### config.mk
export PLATFORM = sky130hd
export DESIGN_NAME = swm_master
export DESIGN_NICKNAME = d
export VERILOG_FILES = /design/src/swm_pkg.sv /design/src/swm_master.sv
export SDC_FILE = /design/constraint.sdc
export NUM_CORES = 1
export LEC_CHECK = 0
export CAP_MARGIN = 10
export CELL_PAD_IN_SITES_DETAIL_PLACEMENT = 1
export CELL_PAD_IN_SITES_GLOBAL_PLACEMENT = 1
export CORE_MARGIN = 2
export CORE_UTILIZATION = 34
export DETAILED_ROUTE_END_ITERATION = 12
export DONT_BUFFER_PORTS = 1
export GPL_ROUTABILITY_DRIVEN = 0
export PLACE_DENSITY_LB_ADDON = 0.15
export REMOVE_ABC_BUFFERS = 1
export SYNTH_ARGS = -nofsm -noshare
export SYNTH_HDL_FRONTEND = slang
export SYNTH_SLANG_ARGS = --single-unit
### constraint.sdc
create_clock -name clk_sys -period 2.3 [get_ports clk_sys]
set_input_delay 0.115 -clock clk_sys [delete_from_list [all_inputs] [get_ports clk_sys]]
set_output_delay 0.115 -clock clk_sys [all_outputs]
set_load 0.03 [all_outputs]
### src/swm_pkg.sv
/*
 * constants, types and register map of the word-wide serial management bus master.
 * assumes one attached slave at bus address 0x12 and open-drain lines with pull-ups.
 */
package swm_pkg;

    // slave address byte, direction bit included
    localparam logic [7:0] SWM_ADDR_WR = 8'h12;
    localparam logic [7:0] SWM_ADDR_RD = 8'h13;

    // identification commands of the attached device
    localparam logic [7:0] SWM_CMD_MAKER = 8'hFE;
    localparam logic [7:0] SWM_CMD_PART = 8'hFF;

    // register offsets on the software bus
    localparam logic [7:0] SWM_OFS_CTRL = 8'h00;
    localparam logic [7:0] SWM_OFS_WDATA = 8'h04;
    localparam logic [7:0] SWM_OFS_RDATA = 8'h08;
    localparam logic [7:0] SWM_OFS_STAT = 8'h0C;

    // control register fields
    localparam int SWM_CTRL_GO = 0;
    localparam int SWM_CTRL_RD = 1;
    localparam int SWM_CTRL_CMD_LSB = 8;

    // status register fields
    localparam int SWM_STAT_BUSY = 0;
    localparam int SWM_STAT_DONE = 1;
    localparam int SWM_STAT_NACK = 2;
    localparam int SWM_STAT_SUPPLY = 3;

    // reset values
    localparam logic [7:0] SWM_CMD_RST = 8'h00;
    localparam logic [15:0] SWM_DATA_RST = 16'h0000;

    // timing: bus clock period split in four quarters
    localparam int SWM_CLK_PERIOD_NS = 10;
    localparam int SWM_SCL_PERIOD_NS = 4000;
    localparam int SWM_CNT_W = 10;
    localparam logic [SWM_CNT_W-1:0] SWM_QTR_CYC = SWM_CNT_W'(SWM_SCL_PERIOD_NS / (4 * SWM_CLK_PERIOD_NS));

    // byte framing
    localparam logic [3:0] SWM_ACK_BIT = 4'h8;
    localparam logic [2:0] SWM_IDX_CMD = 3'h1;
    localparam logic [2:0] SWM_IDX_RD_LO = 3'h3;
    localparam logic [2:0] SWM_IDX_LAST_WR = 3'h3;
    localparam logic [2:0] SWM_IDX_LAST_RD = 3'h4;

    typedef enum logic [1:0] {
        SWM_IDLE,
        SWM_START,
        SWM_BIT,
        SWM_STOP
    } swm_state_t;

    typedef struct packed {
        logic rd;
        logic [7:0] cmd;
        logic [15:0] wdata;
    } swm_req_t;

endpackage

### src/swm_master.sv
/*
 * serial management bus master for read-word and write-word transfers, with an
 * ahb-lite register slave for software.
 * assumes open-drain bus lines resolved outside, pull-ups present, one slave,
 * and a supply-good level from the device side that is asynchronous to clk_sys.
 */
`timescale 1ns/1ps

module swm_master
    import swm_pkg::*;
(
    // clock and reset
    input wire logic clk_sys,
    input wire logic rst,
    // ahb-lite slave
    input wire logic hsel,
    input wire logic [31:0] haddr,
    input wire logic [1:0] htrans,
    input wire logic hwrite,
    input wire logic [2:0] hsize,
    input wire logic hready,
    input wire logic [31:0] hwdata,
    output logic [31:0] hrdata,
    output logic hreadyout,
    output logic hresp,
    // bus clock line, open drain
    input wire logic scl_i,
    output logic scl_o,
    output logic scl_oe_n,
    // bus data line, open drain
    input wire logic sda_i,
    output logic sda_o,
    output logic sda_oe_n,
    // device supply state
    input wire logic supply_good
);

    swm_state_t state;
    swm_req_t req;
    logic [1:0] scl_sy;
    logic [1:0] sda_sy;
    logic [1:0] sup_sy;
    logic scl_s;
    logic sda_s;
    logic sup_s;
    logic ap_wr;
    logic [7:0] ap_addr;
    logic take;
    logic wr_ctrl;
    logic wr_wdata;
    logic wr_stat;
    logic launch;
    logic [SWM_CNT_W-1:0] cnt;
    logic step;
    logic hold;
    logic [1:0] q;
    logic [3:0] bit_n;
    logic [2:0] bidx;
    logic [7:0] txb;
    logic [7:0] rxb;
    logic [15:0] rdata;
    logic nak;
    logic fin;
    logic err;
    logic done_f;
    logic nack_f;
    logic busy;

    // byte sent at a given position of the transfer
    function automatic logic [7:0] tx_byte(input logic [2:0] b);
        logic [7:0] v;
        case (b)
            3'h0: v = SWM_ADDR_WR;
            3'h1: v = req.cmd;
            3'h2: v = req.rd ? SWM_ADDR_RD : req.wdata[7:0];
            3'h3: v = req.rd ? 8'hFF : req.wdata[15:8];
            default: v = 8'hFF;
        endcase
        return v;
    endfunction

    // true when the byte at position b comes from the slave
    function automatic logic is_rx(input logic [2:0] b);
        return req.rd && (b >= SWM_IDX_RD_LO);
    endfunction

    // level the master puts on the data line for the current bit
    function automatic logic sda_level();
        logic v;
        v = 1'b1;
        if (bit_n != SWM_ACK_BIT) begin
            v = is_rx(bidx) ? 1'b1 : txb[7];
        end else if (is_rx(bidx)) begin
            v = (bidx == SWM_IDX_LAST_RD);
        end
        return v;
    endfunction

    // register read mux
    function automatic logic [31:0] rd_mux(input logic [7:0] a);
        logic [31:0] v;
        v = 32'h00000000;
        if (a == SWM_OFS_CTRL) begin
            v[SWM_CTRL_CMD_LSB +: 8] = req.cmd;
            v[SWM_CTRL_RD] = req.rd;
        end else if (a == SWM_OFS_WDATA) begin
            v[15:0] = req.wdata;
        end else if (a == SWM_OFS_RDATA) begin
            v[15:0] = rdata;
        end else if (a == SWM_OFS_STAT) begin
            v[SWM_STAT_BUSY] = busy;
            v[SWM_STAT_DONE] = done_f;
            v[SWM_STAT_NACK] = nack_f;
            v[SWM_STAT_SUPPLY] = sup_s;
        end
        return v;
    endfunction

    // pin and supply synchronisers
    always_ff @(posedge clk_sys) begin
        if (rst) begin
            scl_sy <= 2'h3;
            sda_sy <= 2'h3;
            sup_sy <= 2'h0;
        end else begin
            scl_sy <= {scl_sy[0], scl_i};
            sda_sy <= {sda_sy[0], sda_i};
            sup_sy <= {sup_sy[0], supply_good};
        end
    end

    assign scl_s = scl_sy[1];
    assign sda_s = sda_sy[1];
    assign sup_s = sup_sy[1];
    // open-drain drivers only ever pull low
    assign scl_o = 1'b0;
    assign sda_o = 1'b0;
    // ahb-lite: zero wait states, always okay
    assign hreadyout = 1'b1;
    assign hresp = 1'b0;
    assign take = hsel && htrans[1] && hready;

    always_ff @(posedge clk_sys) begin
        if (rst) begin
            ap_wr <= 1'b0;
            ap_addr <= 8'h00;
            hrdata <= 32'h00000000;
        end else begin
            ap_wr <= take && hwrite;
            if (take) begin
                ap_addr <= haddr[7:0];
            end
            if (take && !hwrite) begin
                hrdata <= rd_mux(haddr[7:0]);
            end
        end
    end

    assign wr_ctrl = ap_wr && (ap_addr == SWM_OFS_CTRL);
    assign wr_wdata = ap_wr && (ap_addr == SWM_OFS_WDATA);
    assign wr_stat = ap_wr && (ap_addr == SWM_OFS_STAT);
    assign busy = (state != SWM_IDLE);
    assign launch = wr_ctrl && hwdata[SWM_CTRL_GO] && !busy && sup_s;
    // request registers, frozen while a transfer runs
    always_ff @(posedge clk_sys) begin
        if (rst) begin
            req.rd <= 1'b0;
            req.cmd <= SWM_CMD_RST;
            req.wdata <= SWM_DATA_RST;
        end else if (!busy) begin
            if (wr_ctrl) begin
                req.rd <= hwdata[SWM_CTRL_RD];
                req.cmd <= hwdata[SWM_CTRL_CMD_LSB +: 8];
            end
            if (wr_wdata) begin
                req.wdata <= hwdata[15:0];
            end
        end
    end
    // sticky status flags, a new event wins over a clear
    always_ff @(posedge clk_sys) begin
        if (rst) begin
            done_f <= 1'b0;
            nack_f <= 1'b0;
        end else begin
            if (fin) begin
                done_f <= 1'b1;
            end else if (wr_stat && hwdata[SWM_STAT_DONE]) begin
                done_f <= 1'b0;
            end
            if (err) begin
                nack_f <= 1'b1;
            end else if (wr_stat && hwdata[SWM_STAT_NACK]) begin
                nack_f <= 1'b0;
            end
        end
    end
    // quarter-period timer; waits while a released clock is held low by the slave
    assign hold = scl_oe_n && !scl_s;
    assign step = (cnt == SWM_QTR_CYC - 1'b1) && !hold;

    always_ff @(posedge clk_sys) begin
        if (rst) begin
            cnt <= '0;
        end else if (!busy || hold || step) begin
            cnt <= '0;
        end else begin
            cnt <= cnt + 1'b1;
        end
    end
    // bit and byte sequencer
    always_ff @(posedge clk_sys) begin
        if (rst) begin
            state <= SWM_IDLE;
            q <= 2'h0;
            bit_n <= 4'h0;
            bidx <= 3'h0;
            txb <= 8'hFF;
            rxb <= 8'h00;
            rdata <= SWM_DATA_RST;
            nak <= 1'b0;
            scl_oe_n <= 1'b1;
            sda_oe_n <= 1'b1;
            fin <= 1'b0;
            err <= 1'b0;
        end else begin
            fin <= 1'b0;
            err <= 1'b0;
            case (state)
                SWM_IDLE: begin
                    scl_oe_n <= 1'b1;
                    sda_oe_n <= 1'b1;
                    q <= 2'h0;
                    if (launch) begin
                        state <= SWM_START;
                        bidx <= 3'h0;
                        nak <= 1'b0;
                    end
                end
                SWM_START: begin
                    if (step) begin
                        q <= q + 2'h1;
                        case (q)
                            2'h0: sda_oe_n <= 1'b1;
                            2'h1: scl_oe_n <= 1'b1;
                            2'h2: sda_oe_n <= 1'b0;
                            default: begin
                                scl_oe_n <= 1'b0;
                                state <= SWM_BIT;
                                bit_n <= 4'h0;
                                txb <= tx_byte(bidx);
                            end
                        endcase
                    end
                end
                SWM_BIT: begin
                    if (step) begin
                        q <= q + 2'h1;
                        case (q)
                            2'h0: sda_oe_n <= sda_level();
                            2'h1: scl_oe_n <= 1'b1;
                            2'h2: begin
                                if (bit_n != SWM_ACK_BIT) begin
                                    rxb <= {rxb[6:0], sda_s};
                                    txb <= {txb[6:0], 1'b1};
                                end else if (!is_rx(bidx) && sda_s) begin
                                    nak <= 1'b1;
                                end
                            end
                            default: begin
                                scl_oe_n <= 1'b0;
                                if (bit_n != SWM_ACK_BIT) begin
                                    bit_n <= bit_n + 4'h1;
                                end else begin
                                    bit_n <= 4'h0;
                                    if (is_rx(bidx) && bidx == SWM_IDX_RD_LO) begin
                                        rdata[7:0] <= rxb;
                                    end
                                    if (nak) begin
                                        state <= SWM_STOP;
                                        err <= 1'b1;
                                    end else if (bidx == (req.rd ? SWM_IDX_LAST_RD : SWM_IDX_LAST_WR)) begin
                                        state <= SWM_STOP;
                                        if (req.rd) begin
                                            rdata[15:8] <= rxb;
                                        end
                                    end else if (req.rd && bidx == SWM_IDX_CMD) begin
                                        state <= SWM_START;
                                        bidx <= bidx + 3'h1;
                                    end else begin
                                        bidx <= bidx + 3'h1;
                                        txb <= tx_byte(bidx + 3'h1);
                                    end
                                end
                            end
                        endcase
                    end
                end
                SWM_STOP: begin
                    if (step) begin
                        q <= q + 2'h1;
                        case (q)
                            2'h0: sda_oe_n <= 1'b0;
                            2'h1: scl_oe_n <= 1'b1;
                            2'h2: sda_oe_n <= 1'b1;
                            default: begin
                                state <= SWM_IDLE;
                                fin <= 1'b1;
                            end
                        endcase
                    end
                end
                default: state <= SWM_IDLE;
            endcase
        end
    end

endmodule

# After elaboration in Yosys (flattened, before gate mapping)
# Index checks and enable logic that the tools add are counted.
op_classes:
  addsub: 4
  n_mux: 77
  reduce_logical: 56
  n_bitwise: 7
  order_cmp: 1
  eq_ne: 46
ops:
  columns: ["operator", "n"]
  rows:
  - ["8-bit two-way mux", 11]
  - ["8-bit case mux with 4 select lines", 2]
  - ["2-bit inequality test, second input constant", 16]
  - ["8-bit case mux with 2 select lines", 2]
  - ["4-bit two-way mux", 7]
  - ["8-bit by 4-bit equality test with 1-bit output, second input constant", 3]
  - ["2-bit two-way mux", 12]
  - ["1-bit two-way mux", 23]
  - ["3-bit two-way mux", 7]
  - ["3-bit inequality test, second input constant", 7]
  - ["1-bit logical AND", 18]
  - ["8-bit by 3-bit equality test with 1-bit output, second input constant", 2]
  - ["8-bit zero test", 2]
  - ["16-bit two-way mux", 1]
  - ["7-bit AND reduction", 2]
  - ["3-bit by 2-bit equality test with 1-bit output, second input constant", 4]
  - ["12-bit two-way mux", 1]
  - ["6-bit AND reduction", 2]
  - ["10-bit by 1-bit adder with 10-bit output, second input constant", 1]
  - ["10-bit by 7-bit equality test with 1-bit output, second input constant", 1]
  - ["10-bit AND reduction", 1]
  - ["5-bit AND reduction", 2]
  - ["2-bit nonzero test", 5]
  - ["9-bit AND reduction", 1]
  - ["other kinds (29)", 58]
word_totals:
  out_inout_bits: 38
  register_bits: 116
  inputBits: 77

# Logic depth before layout (Yosys ltp)
depth:
  word_depth: 10
  ltp_mapped: 10

# Worst setup path before layout
# Ideal clock, no wire load.
synth_timing:
  path_kind: "reg-to-reg"
  from: "register bidx[0]"
  to: "register txb[2]"
  path_slack_ns: 0.099
  t_arrival_ns: 2.127
  path_buffers: 1
  path_stages_with_launch: 9
  setup_ns: 0.074
  synth_period_minus_slack_ns: 2.201
  cell_sequence: "dfxtp_1 > inv_1 > ha_1 > clkbuf_1 > or2_2 > o311ai_1 > a21oi_1 > o21a_1 > o21ai_0"
synth_between:
  elab_chain_len: 10
synth_rtl:
  columns: ["element", "line_no", "rtl"]
  rows:
  - ["start: declaration", "swm_master.sv:58", "logic [2:0] bidx;"]
  - ["start signal: assignment", "swm_master.sv:289", "bidx <= bidx + 3'h1;"]
  - ["start signal: assignment", "swm_master.sv:291", "bidx <= bidx + 3'h1;"]
  - ["3-bit by 1-bit adder with 3-bit output", "swm_master.sv:292", "txb <= tx_byte(bidx + 3'h1);"]
  - ["3-bit by 2-bit equality test with 1-bit output, or another cell as far along", "swm_master.sv:72", "case (b)"]
  - ["8-bit case mux with 4 select lines", "swm_master.sv:72", null]
  - ["8-bit two-way mux", "swm_master.sv:287", "end else if (req.rd && bidx == SWM_IDX_CMD) begin"]
  - ["8-bit two-way mux", "swm_master.sv:282", "end else if (bidx == (req.rd ? SWM_IDX_LAST_RD : SWM_IDX_LAST_WR)) begin"]
  - ["8-bit two-way mux", "swm_master.sv:279", "if (nak) begin"]
  - ["8-bit two-way mux", "swm_master.sv:272", "if (bit_n != SWM_ACK_BIT) begin"]
  - ["8-bit case mux with 2 select lines", "swm_master.sv:259", "case (q)"]
  - ["8-bit two-way mux", "swm_master.sv:257", "if (step) begin"]
  - ["8-bit case mux with 2 select lines", "swm_master.sv:229", "case (state)"]
  - ["end signal: assignment", "swm_master.sv:251", "txb <= tx_byte(bidx);"]
  - ["end signal: assignment", "swm_master.sv:265", "txb <= {txb[6:0], 1'b1};"]
  - ["end signal: assignment", "swm_master.sv:292", null]
  - ["end: declaration", "swm_master.sv:59", "logic [7:0] txb;"]
# Several ways; a longest one is shown, not always the timed one. The select of a mux whose other input is x is not followed.
# A chain may end at the register's enable or synchronous reset.

# Worst setup path after layout
layout_timing:
  from: "register ap_addr[4]"
  to: "register state[0]"
layout_between:
  elab_chain_len: 7
layout_rtl:
  columns: ["element", "line_no", "rtl"]
  rows:
  - ["start: declaration", "swm_master.sv:47", "logic [7:0] ap_addr;"]
  - ["start signal: assignment", "swm_master.sv:151", "ap_addr <= haddr[7:0];"]
  - ["8-bit zero test", "swm_master.sv:159", "assign wr_ctrl = ap_wr && (ap_addr == SWM_OFS_CTRL);"]
  - ["1-bit logical AND", "swm_master.sv:159", null]
  - ["1-bit logical AND (3 in a row)", "swm_master.sv:163", "assign launch = wr_ctrl && hwdata[SWM_CTRL_GO] && !busy && sup_s;"]
  - ["2-bit inequality test (no source line)", null, null]
  - ["9-bit AND reduction (no source line)", null, null]
  - ["end signal: assignment", "swm_master.sv:214", "state <= SWM_IDLE;"]
  - ["end signal: assignment", "swm_master.sv:235", "state <= SWM_START;"]
  - ["end signal: assignment", "swm_master.sv:249", "state <= SWM_BIT;"]
  - ["end: declaration", "swm_master.sv:38", "swm_state_t state;"]
# Every way passes these cells.

==> out/metrics.csv <==
metric,value,unit
fmax,0.468,GHz
Syn-to-layout area delta,23.2,%
Syn Inst Count,702,
post-synthesis cell area,0.00588,mm2
setup_tns,0,ns
initial core utilization,34.4,%
"Worst Path Class, Setup",reg -> reg,
PnR worst setup slack,0.165,ns
"IR drop worst, VDD",0.000537,V
CP startpoint,ap_addr[4],
#FFs+latches synth,116,
Worst slew margin,62.7,%
"EDFF count, synth",0,
final period utilization,92.8,%
Synth area leader,dfxtp_1,
Final ANT Viol Nets,0,
critical path arrival,2.47,ns
CP Capture Point,state[0],
status,finished clean,
worst-margin pin slew,0.552,ns
via-per-instance ratio,5.28,
io pins,115,
Worst Hold Class,in -> reg,
drt total wl,18200,um
M1 WL,7920,um
first-pass GRT wire length,29200,um
"Req. time, crit path",2.63,ns
final hold vios,0,
Synth top cells by count,"dfxtp_1, nor2_1, nand2_1",
crit end category,register,
synth unique cells,70,
H-tree lvl count,4,
crit-path max FO,6,
LEAKAGE,2.88,nW
final setup fails,0,
area of the core,0.0171,mm2
share of cells above drive strength 1,13.3,%
Row Count,48,
warnings from Yosys,0,
r2r startpoint,ap_addr[4],
count of max-cap constraint violations,0,
drt first-iter violations,236,
CTS tree,done,
top post-synthesis cells by area,"dfxtp_1, mux2i_1, nor2_1",
Vias,5218,
Overflow after GRT,0,
initial antenna violation count,1,
most numerous cell in the Yosys netlist,dfxtp_1,
post-synth top area share,39.5,%
clock slew at reported path FFs,0.06,ns
Die H,136,um
routed wire length on met3,784,um
total track usage,20.7,%
R2R Setup Slk,0.16,ns
met2 routed WL,9180,um
Final Critical Period,2.14,ns
R2R depth,5,
chip width,136,um
"Clk Latency, worst-skew pair",0.42,ns
# DRC,0,
Pins Over Slew Limit,0,
RSZ-0062 raised after global routing,no,
cts bufs inserted,17,
drt pass-1 iters,5,
Critical Path Start Type,register,
clock sinks,116,
Reg-to-Reg End,state[0],
largest net degree at the start of global routing,98,
DR WL/cell,18.5,um
skew final,0.00875,ns
Clk Tree Root Cell,clkbuf_16,
clock buffer depth,2,
sequential area share after synthesis,39.5,%
dpl ws,0.0453,ns
syn avg cell area,8.38,um2
die area,0.0184,mm2
nets,845,
vias in the first global route,5471,
Async SR Flop Fraction,0,%
port buffer count,0,
prevailing post-synth register cell,dfxtp_1,
pwr/cell area,763,mW/mm2
post-DP HPWL,12800,um
top routing layer used,met4,
==> layout make-up <==
type | count | area [um2]
fillers | 2011 | 9870
multi-input cells | 524 | 3280
flip-flops and latches | 116 | 2320
repair buffers | 69 | 646
clock buffers | 21 | 460
well taps | 225 | 282
clock inverters | 11 | 174
inverters | 21 | 82.6
diodes | 1 | 2.50
==> critical path, cell delays in order, from the launching register on <==
cell and delay (ns):
dfxtp_1 0.31, or4b_4 0.57, o41ai_4 0.55, a21boi_4 0.31, a21oi_1 0.10, a211oi_2 0.19
==> cell families after synthesis <==
| kind of cell | after synthesis | share of synthesized area (%) |
|---|---|---|
| AOI/OAI and AO/OA | 136 | 15.4 |
| other | 2 | 0.128 |
| buffers and inverters | 80 | 6.44 |
| muxes | 46 | 8.04 |
| DFF | 116 | 39.5 |
| adders and majority gates | 19 | 4.04 |
| and+or+nand+nor | 294 | 25.1 |
| xor gates and xnor gates | 9 | 1.34 |
==> worst min path at each step <==
| stage | start | endpoint | slack (ns) | cells after the start |
|---|---|---|---|---|
| 4_1_cts | rst | bidx[0] | 0.02 | 2 |
| 5_1_grt | rst | bidx[0] | 0.03 | 2 |
| 3_3_place_gp | rst | state[0] | 0.20 | 1 |
| 3_5_place_dp | rst | bit_n[0] | 0.20 | 1 |
| 2_1_floorplan | rst | state[0] | 0.18 | 1 |
| 6_report | haddr[3] | hrdata[1] | 0.03 | 3 |
==> what timing repair did <==
action                     4_1_cts  5_1_grt
hold buffers                    29        0
buffers inserted                 0        3
hold endpoints to repair        95        0
gates resized for setup          0        7
setup endpoints to repair        0       23
==> cell usage in the layout (no fill, tap or decap), drive strengths merged, types with 3 or more instances in the layout <==
cell / instances
a21oi: 38
a221oi: 9
a222oi: 3
a22oi: 12
and2: 4
and3: 7
buf: 41
bufinv: 4
clkbuf: 21
clkinvlp: 4
conb: 20
dfxtp: 116
dlygate4sd3: 28
ha: 19
inv: 22
mux2i: 45
nand2: 81
nand2b: 4
nand3: 24
nand3b: 8
nand4: 5
nor2: 95
nor2b: 8
nor3: 15
nor3b: 5
nor4: 16
o211ai: 3
o21a: 6
o21ai: 37
o22ai: 6
o311ai: 4
or2: 6
or3: 6
xnor2: 6
xor2: 3
==> report_power, final <==
part           switching, mW  internal, mW  total [mW]
Sequential            0.0531          2.07        2.12
Clock                  0.987          1.88        2.86
Combinational          0.320         0.230       0.550
Total                   1.36          4.17        5.53
==> sequential cells by signal (all words and copies together), names as in the netlist, 3 cells and up <==
register and count:
rdata 16, txb 8, bit_n 4, req 25, hrdata 16, bidx 3, ap_addr 8, rxb 8
cnt 10
==> metrics by stage <==
| stage | util [%] | cell area, um2 | hold slack [ns] | power, mW | cells |
|---|---|---|---|---|---|
| floorplan | - | 5650 | 0.180 | 2.47 | 661 |
| global placement | 36.5 | 6250 | 0.196 | 2.61 | 923 |
| detailed placement | 36.5 | 6250 | 0.198 | 2.63 | 923 |
| CTS | 42.0 | 7190 | 0.0221 | 5.58 | 984 |
| global route | 42.3 | 7250 | 0.0301 | 5.76 | 987 |
| finish | 42.3 | 7250 | 0.0335 | 5.53 | 988 |
==> per-layer routing <==
metal	track usage (%)	up-vias
li1	-	2528
met1	25.0	2561
met2	36.2	105
met3	5.09	24
met4	6.66	0
met5	0	-
(Power assumes the default switching activity.)
